**config.mk**
```make
export PLATFORM = sky130hd
export DESIGN_NAME = chain_device_end_flat
export DESIGN_NICKNAME = d
export VERILOG_FILES = /design/src/design/chain_link_pkg.sv /design/src/design/chain_link_if.sv /design/src/design/chain_device_end.sv /design/src/flat_wrapper.sv
export VERILOG_INCLUDE_DIRS = /design/src /design/src/design
export SDC_FILE = /design/constraint.sdc
export NUM_CORES = 2
export LEC_CHECK = 0
export ABC_AREA = 1
export BUFFER_PORTS_ARGS = -buffer_cell sky130_fd_sc_hd__buf_2
export CAP_MARGIN = 20
export CORE_ASPECT_RATIO = 0.75
export CORE_MARGIN = 2
export CORE_UTILIZATION = 51
export CTS_CLUSTER_DIAMETER = 60
export CTS_CLUSTER_SIZE = 28
export DETAILED_ROUTE_END_ITERATION = 12
export PLACE_DENSITY_LB_ADDON = 0.2
export SLEW_MARGIN = 20
export SYNTH_ARGS = -nofsm -noshare
export SYNTH_HDL_FRONTEND = slang
export SYNTH_SLANG_ARGS = --single-unit
export TNS_END_PERCENT = 50
```
**constraint.sdc**
```tcl
create_clock -name clk -period 4.21 [get_ports clk]
set_clock_uncertainty 0.1 [all_clocks]
set_input_delay 1.0525 -clock clk [delete_from_list [all_inputs] [get_ports clk]]
set_output_delay 1.0525 -clock clk [all_outputs]
set_load 0.005 [all_outputs]
```
**src/design/chain_link_map.svh**
```systemverilog
// Purpose: Constants for the chained readout and broadcast link
// Assumes: One clock; link signals are synchronous logic
// Notes: Included by the package and both ends
// Behaviour
// (RL1) Shared base is upper byte, lower zero
// (RL2) Head only first, tail only last
// (RL3) Chained reads need block modifiers only
// (RL4) Chained reads reach only the event store
// (RL5) Master issues enough 34-word chained accesses
// (RL6) Head sends first, drains after end word
// (RL7) Drained module passes the token on
// (RL8) Drained tail holding token raises bus error
// (RL9) 64-bit chained read acknowledges address first
// (RL10) Advance on: pointer moves through each event
// (RL11) Advance off: pointer holds, header only
// (RL12) Master splits at 256; module tolerates more
// (RL13) Interrupted readout resumes at token holder
// (RL14) Broadcast write updates every module at once
// (RL15) Chained only reads, broadcast only writes
// (RL16) Never broadcast the common address register
// (RL17) Per-channel broadcast writes discouraged, still accepted
// (RL18) Non-participants keep data and acknowledge released
`ifndef CHAIN_LINK_MAP_SVH
`define CHAIN_LINK_MAP_SVH

`define CH_AM_BLT32      6'h0b
`define CH_AM_MBLT64     6'h08
`define CH_AM_SINGLE     6'h09
`define CH_STORE_LIMIT   24'h001000
`define CH_OFS_COMMON    24'h001000
`define CH_OFS_CHAIN     24'h001004
`define CH_OFS_OPTIONS   24'h001008
`define CH_OFS_STATUS    24'h00100c
`define CH_OWN_BASE      8'h20
`define CH_PTR_W         6
`define CH_MAX_BEATS     9'h100
`define CH_ADV_RESET     1'h1

`define HO_ADDR          8'h00
`define HO_MODE          8'h04
`define HO_WDATA         8'h08
`define HO_CTRL          8'h0c
`define HO_STATUS        8'h10
`define HO_RDATA         8'h14

`endif

```
**src/design/chain_link_pkg.sv**
```systemverilog
// Purpose: Types shared by both ends of the chained link
// Assumes: Constants come from the map header
// Notes: Each end's state, except the device event store, is one packed struct
`include "chain_link_map.svh"

package chain_link_pkg;

   typedef struct packed {
      logic [7:0]           commonUpper;
      logic                 head;
      logic                 tail;
      logic                 advanceEn;
      logic                 drained;
      logic                 answered;
      logic                 addrAcked;
      logic                 dtack;
      logic                 berr;
      logic                 rdataEn;
      logic                 tokenOut;
      logic [31:0]          rdata;
      logic [`CH_PTR_W:0]   wrPtr;
      logic [`CH_PTR_W:0]   rdPtr;
      logic                 evWrReady;
   } dev_state_t;

   typedef enum logic [1:0] {
      H_IDLE,
      H_WAIT
   } host_phase_t;

   typedef struct packed {
      host_phase_t          phase;
      logic [31:0]          linkAddr;
      logic [5:0]           linkAm;
      logic                 linkWrite;
      logic [31:0]          linkWdata;
      logic                 cycle;
      logic                 strobe;
      logic                 tokenIn;
      logic                 limitEn;
      logic [31:0]          lastRdata;
      logic                 lastDtack;
      logic                 lastBerr;
      logic                 limitHit;
      logic                 refused;
      logic [8:0]           beats;
      logic                 dpValid;
      logic                 dpWrite;
      logic [7:0]           dpAddr;
      logic [31:0]          hrdata;
      logic                 hreadyout;
   } host_state_t;

endpackage

```
**src/design/chain_link_if.sv**
```systemverilog
// Purpose: Backplane link between a bus master and one chained module
// Assumes: All signals change after the rising edge of the common clock
// Notes: No clocking block; the bench joins the two ends
`timescale 1ns/1ps
`default_nettype none

interface chain_link_if;
   logic [31:0] addr;
   logic [5:0]  am;
   logic        write;
   logic [31:0] wdata;
   logic        strobe;
   logic        cycle;
   logic        tokenIn;
   logic [31:0] rdata;
   logic        rdataEn;
   logic        dtack;
   logic        berr;
   logic        tokenOut;

   modport dev (
      input  addr, am, write, wdata, strobe, cycle, tokenIn,
      output rdata, rdataEn, dtack, berr, tokenOut
   );

   modport host (
      output addr, am, write, wdata, strobe, cycle, tokenIn,
      input  rdata, rdataEn, dtack, berr, tokenOut
   );
endinterface

`default_nettype wire

```
**src/design/chain_device_end.sv**
```systemverilog
// Purpose: Chained-readout and broadcast-write slave of one module
// Assumes: Link is on clk; event words arrive on the store write port
// Notes: Store depth is 2**CH_PTR_W words plus end flag
`timescale 1ns/1ps
`default_nettype none
`include "chain_link_map.svh"

module chain_device_end #(
   parameter logic [7:0] OWN_BASE = `CH_OWN_BASE
) (
   input  wire logic        clk,
   input  wire logic        reset_n,
   chain_link_if.dev        link,
   input  wire logic        evWrValid,
   input  wire logic [31:0] evWrData,
   input  wire logic        evWrEnd,
   output var  logic        evWrReady,
   output var  logic        drained,
   output var  logic        tokenOut
);

   localparam int DEPTH = 1 << `CH_PTR_W;

   chain_link_pkg::dev_state_t s_reg;
   chain_link_pkg::dev_state_t s_next;
   logic [32:0]                multiEventStore [DEPTH];

   logic [7:0]  upper;
   logic [23:0] ofs;
   logic        isFirst;
   logic        isLast;
   logic        tokenHeld;
   logic        storeEmpty;
   logic        storeFull;
   logic        newReq;
   logic        chainedRd;
   logic        broadcastWrite;
   logic        ownAcc;
   logic        isWide;
   logic        wrTake;
   logic [32:0] headWord;
   logic [31:0] regRead;
   logic [`CH_PTR_W:0] wrPtrNext;

   always_comb begin
      upper      = link.addr[31:24];
      ofs        = link.addr[23:0];
      isFirst    = s_reg.head && !s_reg.tail; // RL2
      isLast     = s_reg.tail && !s_reg.head; // RL2
      tokenHeld  = isFirst || link.tokenIn;
      storeEmpty = s_reg.wrPtr == s_reg.rdPtr;
      storeFull  = (s_reg.wrPtr[`CH_PTR_W] != s_reg.rdPtr[`CH_PTR_W]) &&
                   (s_reg.wrPtr[`CH_PTR_W-1:0] == s_reg.rdPtr[`CH_PTR_W-1:0]);
      newReq     = link.strobe && !s_reg.answered;
      isWide     = link.am == `CH_AM_MBLT64;
      chainedRd  = (upper == s_reg.commonUpper) && !link.write && // RL1 RL15
                   (link.am == `CH_AM_BLT32 || isWide) && // RL3
                   (ofs < `CH_STORE_LIMIT); // RL4
      broadcastWrite = (upper == s_reg.commonUpper) && link.write && // RL1 RL15
                       (link.am == `CH_AM_SINGLE);
      ownAcc     = (upper == OWN_BASE) && (link.am == `CH_AM_SINGLE);
      wrTake     = evWrValid && s_reg.evWrReady;
      headWord   = multiEventStore[s_reg.rdPtr[`CH_PTR_W-1:0]];
      regRead    = 32'h0;
      case (ofs)
         `CH_OFS_COMMON:  regRead = {24'h0, s_reg.commonUpper};
         `CH_OFS_CHAIN:   regRead = {30'h0, s_reg.tail, s_reg.head};
         `CH_OFS_OPTIONS: regRead = {31'h0, s_reg.advanceEn};
         `CH_OFS_STATUS:  regRead = {28'h0, storeFull, s_reg.tokenOut, storeEmpty,
                                     s_reg.drained};
         default:         regRead = 32'h0;
      endcase
   end

   always_comb begin
      s_next       = s_reg;
      s_next.dtack = 1'h0;
      s_next.berr  = 1'h0;
      if (!link.strobe) begin
         s_next.answered = 1'h0;
         s_next.rdataEn  = 1'h0; // RL18
      end
      if (!link.cycle) begin
         s_next.addrAcked = 1'h0;
      end
      if (newReq && chainedRd) begin
         if (tokenHeld) begin
            if (isWide && isFirst && !s_reg.addrAcked) begin
               s_next.dtack     = 1'h1; // RL9
               s_next.addrAcked = 1'h1;
               s_next.answered  = 1'h1;
            end else if (!s_reg.drained && !storeEmpty) begin
               s_next.rdata    = headWord[31:0]; // RL6
               s_next.rdataEn  = 1'h1;
               s_next.dtack    = 1'h1;
               s_next.answered = 1'h1;
               if (s_reg.advanceEn) begin
                  s_next.rdPtr = s_reg.rdPtr + 1'h1; // RL10
               end
               if (headWord[32] || !s_reg.advanceEn) begin
                  s_next.drained = 1'h1; // RL6 RL11
               end
            end else if (!s_reg.drained) begin
               s_next.drained = 1'h1;
            end else if (isLast) begin
               s_next.berr     = 1'h1; // RL8
               s_next.answered = 1'h1;
            end
         end
      end else if (newReq && link.write && (broadcastWrite || ownAcc)) begin
         s_next.dtack    = 1'h1; // RL14 RL17
         s_next.answered = 1'h1;
         case (ofs)
            `CH_OFS_COMMON: s_next.commonUpper = link.wdata[7:0];
            `CH_OFS_CHAIN: begin
               s_next.head = link.wdata[0];
               s_next.tail = link.wdata[1];
            end
            `CH_OFS_OPTIONS: s_next.advanceEn = link.wdata[0];
            `CH_OFS_STATUS: begin
               if (link.wdata[0]) begin
                  s_next.drained = 1'h0;
               end
            end
            default: s_next.answered = 1'h1;
         endcase
      end else if (newReq && ownAcc) begin
         s_next.rdata    = regRead;
         s_next.rdataEn  = 1'h1;
         s_next.dtack    = 1'h1;
         s_next.answered = 1'h1;
      end
      // Drained state survives between readouts so the next one resumes
      s_next.tokenOut = s_next.drained && tokenHeld; // RL7 RL13
      wrPtrNext       = s_reg.wrPtr + {{`CH_PTR_W{1'h0}}, wrTake};
      s_next.wrPtr    = wrPtrNext;
      s_next.evWrReady = !((wrPtrNext[`CH_PTR_W] != s_next.rdPtr[`CH_PTR_W]) &&
                           (wrPtrNext[`CH_PTR_W-1:0] == s_next.rdPtr[`CH_PTR_W-1:0]));
   end

   always_ff @(posedge clk or negedge reset_n) begin
      if (!reset_n) begin
         s_reg           <= '0;
         s_reg.advanceEn <= `CH_ADV_RESET;
         s_reg.evWrReady <= 1'h1;
      end else begin
         s_reg <= s_next;
      end
   end

   always_ff @(posedge clk) begin
      if (wrTake) begin
         multiEventStore[s_reg.wrPtr[`CH_PTR_W-1:0]] <= {evWrEnd, evWrData};
      end
   end

   assign link.rdata    = s_reg.rdata;
   assign link.rdataEn  = s_reg.rdataEn;
   assign link.dtack    = s_reg.dtack;
   assign link.berr     = s_reg.berr;
   assign link.tokenOut = s_reg.tokenOut;
   assign evWrReady     = s_reg.evWrReady;
   assign drained       = s_reg.drained;
   assign tokenOut      = s_reg.tokenOut;

endmodule // chain_device_end

`default_nettype wire

```
**src/flat_wrapper.sv**
```systemverilog
// flat-port wrapper written by rule: the top's interface ports become plain ports
module chain_device_end_flat 
#(
   parameter logic [7:0] OWN_BASE = `CH_OWN_BASE
)
  (clk, reset_n, evWrValid, evWrData, evWrEnd, evWrReady, drained, tokenOut, link_addr, link_am, link_write, link_wdata, link_strobe, link_cycle, link_tokenIn, link_rdata, link_rdataEn, link_dtack, link_berr, link_tokenOut);
  chain_link_if link_i ();
  input  wire logic clk;
  input  wire logic reset_n;
  input  wire logic evWrValid;
  input  wire logic [31:0] evWrData;
  input  wire logic evWrEnd;
  output var  logic evWrReady;
  output var  logic drained;
  output var  logic tokenOut;
  input wire logic [$bits(link_i.addr)-1:0] link_addr;
  input wire logic [$bits(link_i.am)-1:0] link_am;
  input wire logic [$bits(link_i.write)-1:0] link_write;
  input wire logic [$bits(link_i.wdata)-1:0] link_wdata;
  input wire logic [$bits(link_i.strobe)-1:0] link_strobe;
  input wire logic [$bits(link_i.cycle)-1:0] link_cycle;
  input wire logic [$bits(link_i.tokenIn)-1:0] link_tokenIn;
  output wire logic [$bits(link_i.rdata)-1:0] link_rdata;
  output wire logic [$bits(link_i.rdataEn)-1:0] link_rdataEn;
  output wire logic [$bits(link_i.dtack)-1:0] link_dtack;
  output wire logic [$bits(link_i.berr)-1:0] link_berr;
  output wire logic [$bits(link_i.tokenOut)-1:0] link_tokenOut;
  assign link_i.addr = link_addr;
  assign link_i.am = link_am;
  assign link_i.write = link_write;
  assign link_i.wdata = link_wdata;
  assign link_i.strobe = link_strobe;
  assign link_i.cycle = link_cycle;
  assign link_i.tokenIn = link_tokenIn;
  assign link_rdata = link_i.rdata;
  assign link_rdataEn = link_i.rdataEn;
  assign link_dtack = link_i.dtack;
  assign link_berr = link_i.berr;
  assign link_tokenOut = link_i.tokenOut;
  chain_device_end #(.OWN_BASE(OWN_BASE)) u_core (.clk(clk), .reset_n(reset_n), .link(link_i), .evWrValid(evWrValid), .evWrData(evWrData), .evWrEnd(evWrEnd), .evWrReady(evWrReady), .drained(drained), .tokenOut(tokenOut));
endmodule
```
==> impl_metrics.tcl <==
set metrics [dict create \
    post_drt_via_cell_ratio 6.12 \
    tightest_slew_ns 1.11 \
    grt_overflow 0 \
    dieHeight_um 364 \
    cpLargestDelayFamily "simple AND/OR/NAND/NOR gates" \
    drtPass1Iterations 6 \
    dp_hpwl_mm 143 \
    ys_seq_area_share_pct 74.0 \
    cts_resized 0 \
    netlist_instances 7105 \
    min_period_ns 3.66 \
    wl_per_cell_um 27.5 \
    clock_path_buffers 3 \
    synth_area_um2 87900 \
    root_buffer "clkbuf_16" \
    fill_cells 13800 \
    num_rows 131 \
    critPathLaunchType "flip-flop" \
    critPathKind "reg -> reg" \
    track_usage_pct 29.3 \
    min_path_type "in -> async" \
    seq_area_um2 65100 \
    drtAntennaViolNets 0 \
    die_area_um2 176000 \
    ir_drop_mv 0.320 \
    cts_tree "done" \
    first_global_vias 53200 \
    htree_levels 3 \
    clock-sinks 2177 \
    synth-seq-cells 2177 \
    areaGrowthSynthToFinish_pct 9.90 \
    finalNetCount 7226 \
    yosys_most_used_dff "edfxtp_1" \
    clock_latency_ns 0.81 \
    end_kind "flip-flop" \
    cts_setup_buffers 0 \
    synthArstFlopShare_pct 2.99 \
    place_congestion 0.928 \
    p_per_area_nw_per_um2 419 \
    pin_count 149 \
    cellLeakagePower_uw 0.0334 \
    crit_buf_inv 2 \
    slowest_delay_ns 0.76 \
    syn-num-nets 7218 \
    place_area_um2 92400 \
    cp.required_ns 4.84 \
    drt-initial-drc-count 9113 \
    dr_total_vias 58000 \
    synth_warnings 0 \
    setup_viol 0 \
    fmax_ghz 0.273 \
    finish.utilization_pct 56.6 \
    cts-hold-fix-buffers 0 \
    postSynthAreaPerCell_um2 12.4 \
    path_cells "inv_16 -> buf_4 -> o21ai_0 -> o22ai_1 -> nand2_1 -> nand3_1 -> nand3_1 -> nand3_1 -> nand3_1 -> o21ai_1" \
    crit_top_cell "nand3_1" \
    power_uw 40500 \
    cts.clk_slew.worst_paths_ns 0.10 \
    initial_utilization_pct 51.5 \
    drc 0 \
    ys_types 51 \
    synth_edf_count 2112 \
    critPathArrivalTime_ns 4.29 \
    finalWirelength_mm 260 \
    slew_headroom_pct 25.7 \
    multi_input_area_um2 20400 \
    outcome "complete, no violations" \
    grt_max_degree 172 \
    report.final.slew_viol_count 0 \
    cp_slowest_cell "dfrtp_4" \
    finalCritPeriodShare_pct 86.9 \
    hold_viol 0 \
    cap_violations 0 \
    grt_pass1_wl_mm 374 \
    port_buffers 124 \
    dieWidth_um 483 \
    layout-drive-gt1-share_pct 9.97 \
    numCtsBuffers 118 \
    core_area_um2 171000 \
    largest_register_ffs 2112 \
    stdcell_area_um2 96600 \
    crit_path_max_fanout 41 \
    antenna_found_initial 19 \
    rsz0062_at_grt "no" \
]
==> where the power goes <==
group          internal (µW)  leakage, µW  switching [µW]  total [µW]
combinational            447       0.0115            1830        2280
clock                   5740      0.00201            7770       13500
sequential             24500       0.0198             193       24700
==> synth_stat cells (all sizes together), types with 2 or more instances <==
master      n  area [µm²]
a211oi     11        82.6
buf       373        2050
nand2    1769        6710
o31ai       3        22.5
ha          3        37.5
o21ai     399        2000
dfstp       2        52.6
clkbuf    127         482
o211ai     62         465
nand3b      2        15.0
nand3    1002        5050
a22o        3        26.3
xnor2       3        26.3
edfxtp   2112       63400
a22oi      86         646
a32o        8        80.1
dfrtp      63        1580
nor2      540        2080
inv        88         338
clkinv      2        7.51
o22ai     103         644
o221ai     71         622
o2111ai     2        17.5
a21oi     216        1080
a221oi      3        26.3
xor2        2        17.5
a21boi      3        22.5
nor3       17        96.4
nor4        3        18.8
and3        8        50.1
nand4      16         100
==> cells in the final DEF (no fill, tap or decap), drive strengths merged, types with 6 or more instances in the layout <==
| cell type | n |
|---|---|
| edfxtp | 2112 |
| a211oi | 11 |
| clkbuf | 122 |
| nor3 | 17 |
| a21oi | 216 |
| o211ai | 62 |
| o21ai | 399 |
| buf | 388 |
| and3 | 8 |
| inv | 136 |
| nand3 | 1002 |
| clkinvlp | 6 |
| nor2 | 540 |
| nand4 | 16 |
| clkinv | 46 |
| a32o | 8 |
| a22oi | 86 |
| o22ai | 103 |
| dfrtp | 63 |
| o221ai | 71 |
| nand2 | 1769 |
==> metrics by stage <==
| stage | hold WS (ns) | setup WS, ns | cells | setup TNS [ns] |
|---|---|---|---|---|
| after floorplan | 0.348 | -0.760 | 7105 | -50.15 |
| after global placement | 0.363 | 0.595 | 9254 | 0 |
| after detailed placement | 0.361 | 0.591 | 9254 | 0 |
| after CTS | 0.199 | 0.802 | 9476 | 0 |
| after global routing | 0.243 | 0.514 | 9476 | 0 |
| final | 0.218 | 0.550 | 9480 | 0 |
==> worst paths after layout <==
check | startpoint | endpoint | slack, ns | cells after the start
hold reg to reg | u_core.link.rdata[22]$_DFFE_PN0P_ | u_core.link.rdata[22]$_DFFE_PN0P_ | 0.39 | 2
setup reg to reg | u_core.s_reg[1]$_DFF_PN0_ | u_core.link.rdata[8]$_DFFE_PN0P_ | 0.55 | 10
setup / recovery | u_core.s_reg[1]$_DFF_PN0_ | u_core.link.rdata[8]$_DFFE_PN0P_ | 0.55 | 10
hold / removal | reset_n | u_core.s_reg[52]$_DFF_PN0_ | 0.22 | 1
max in group asynchronous | reset_n | u_core.link.rdata[26]$_DFFE_PN0P_ | 2.98 | 2
min in group clk | u_core.link.rdata[22]$_DFFE_PN0P_ | u_core.link.rdata[22]$_DFFE_PN0P_ | 0.39 | 2
==> cell type report <==
class	count	share of cell area, %
clock inverter	100	1.24
multi-input combinational	4338	21.2
tap	2261	2.93
sequential	2177	67.4
antenna	4	0.0104
timing repair buffer	388	3.82
clock buffer	122	3.07
inverter	90	0.393
==> kinds of logic (layout without fill, tap and decap cells) <==
| logic type | count (synthesis) | after routing | share of synthesized area [%] |
|---|---|---|---|
| buffers and inverters | 590 | 700 | 3.27 |
| other | 0 | 4 | 0 |
| adders and majority gates | 3 | 3 | 0.0427 |
| xor gates and xnor gates | 5 | 5 | 0.0498 |
| and+or+nand+nor | 3358 | 3358 | 16.1 |
| DFF | 2177 | 2177 | 74.0 |
| AOI/OAI and AO/OA | 972 | 972 | 6.54 |
==> per-layer routing <==
metal	track usage (%)	part of all wire [%]
met1	43.9	41
met2	43.5	44
met3	6.54	12
met4	7.45	2.6
met5	0	0.015
Note: power is estimated with default switching activity, not from simulation.
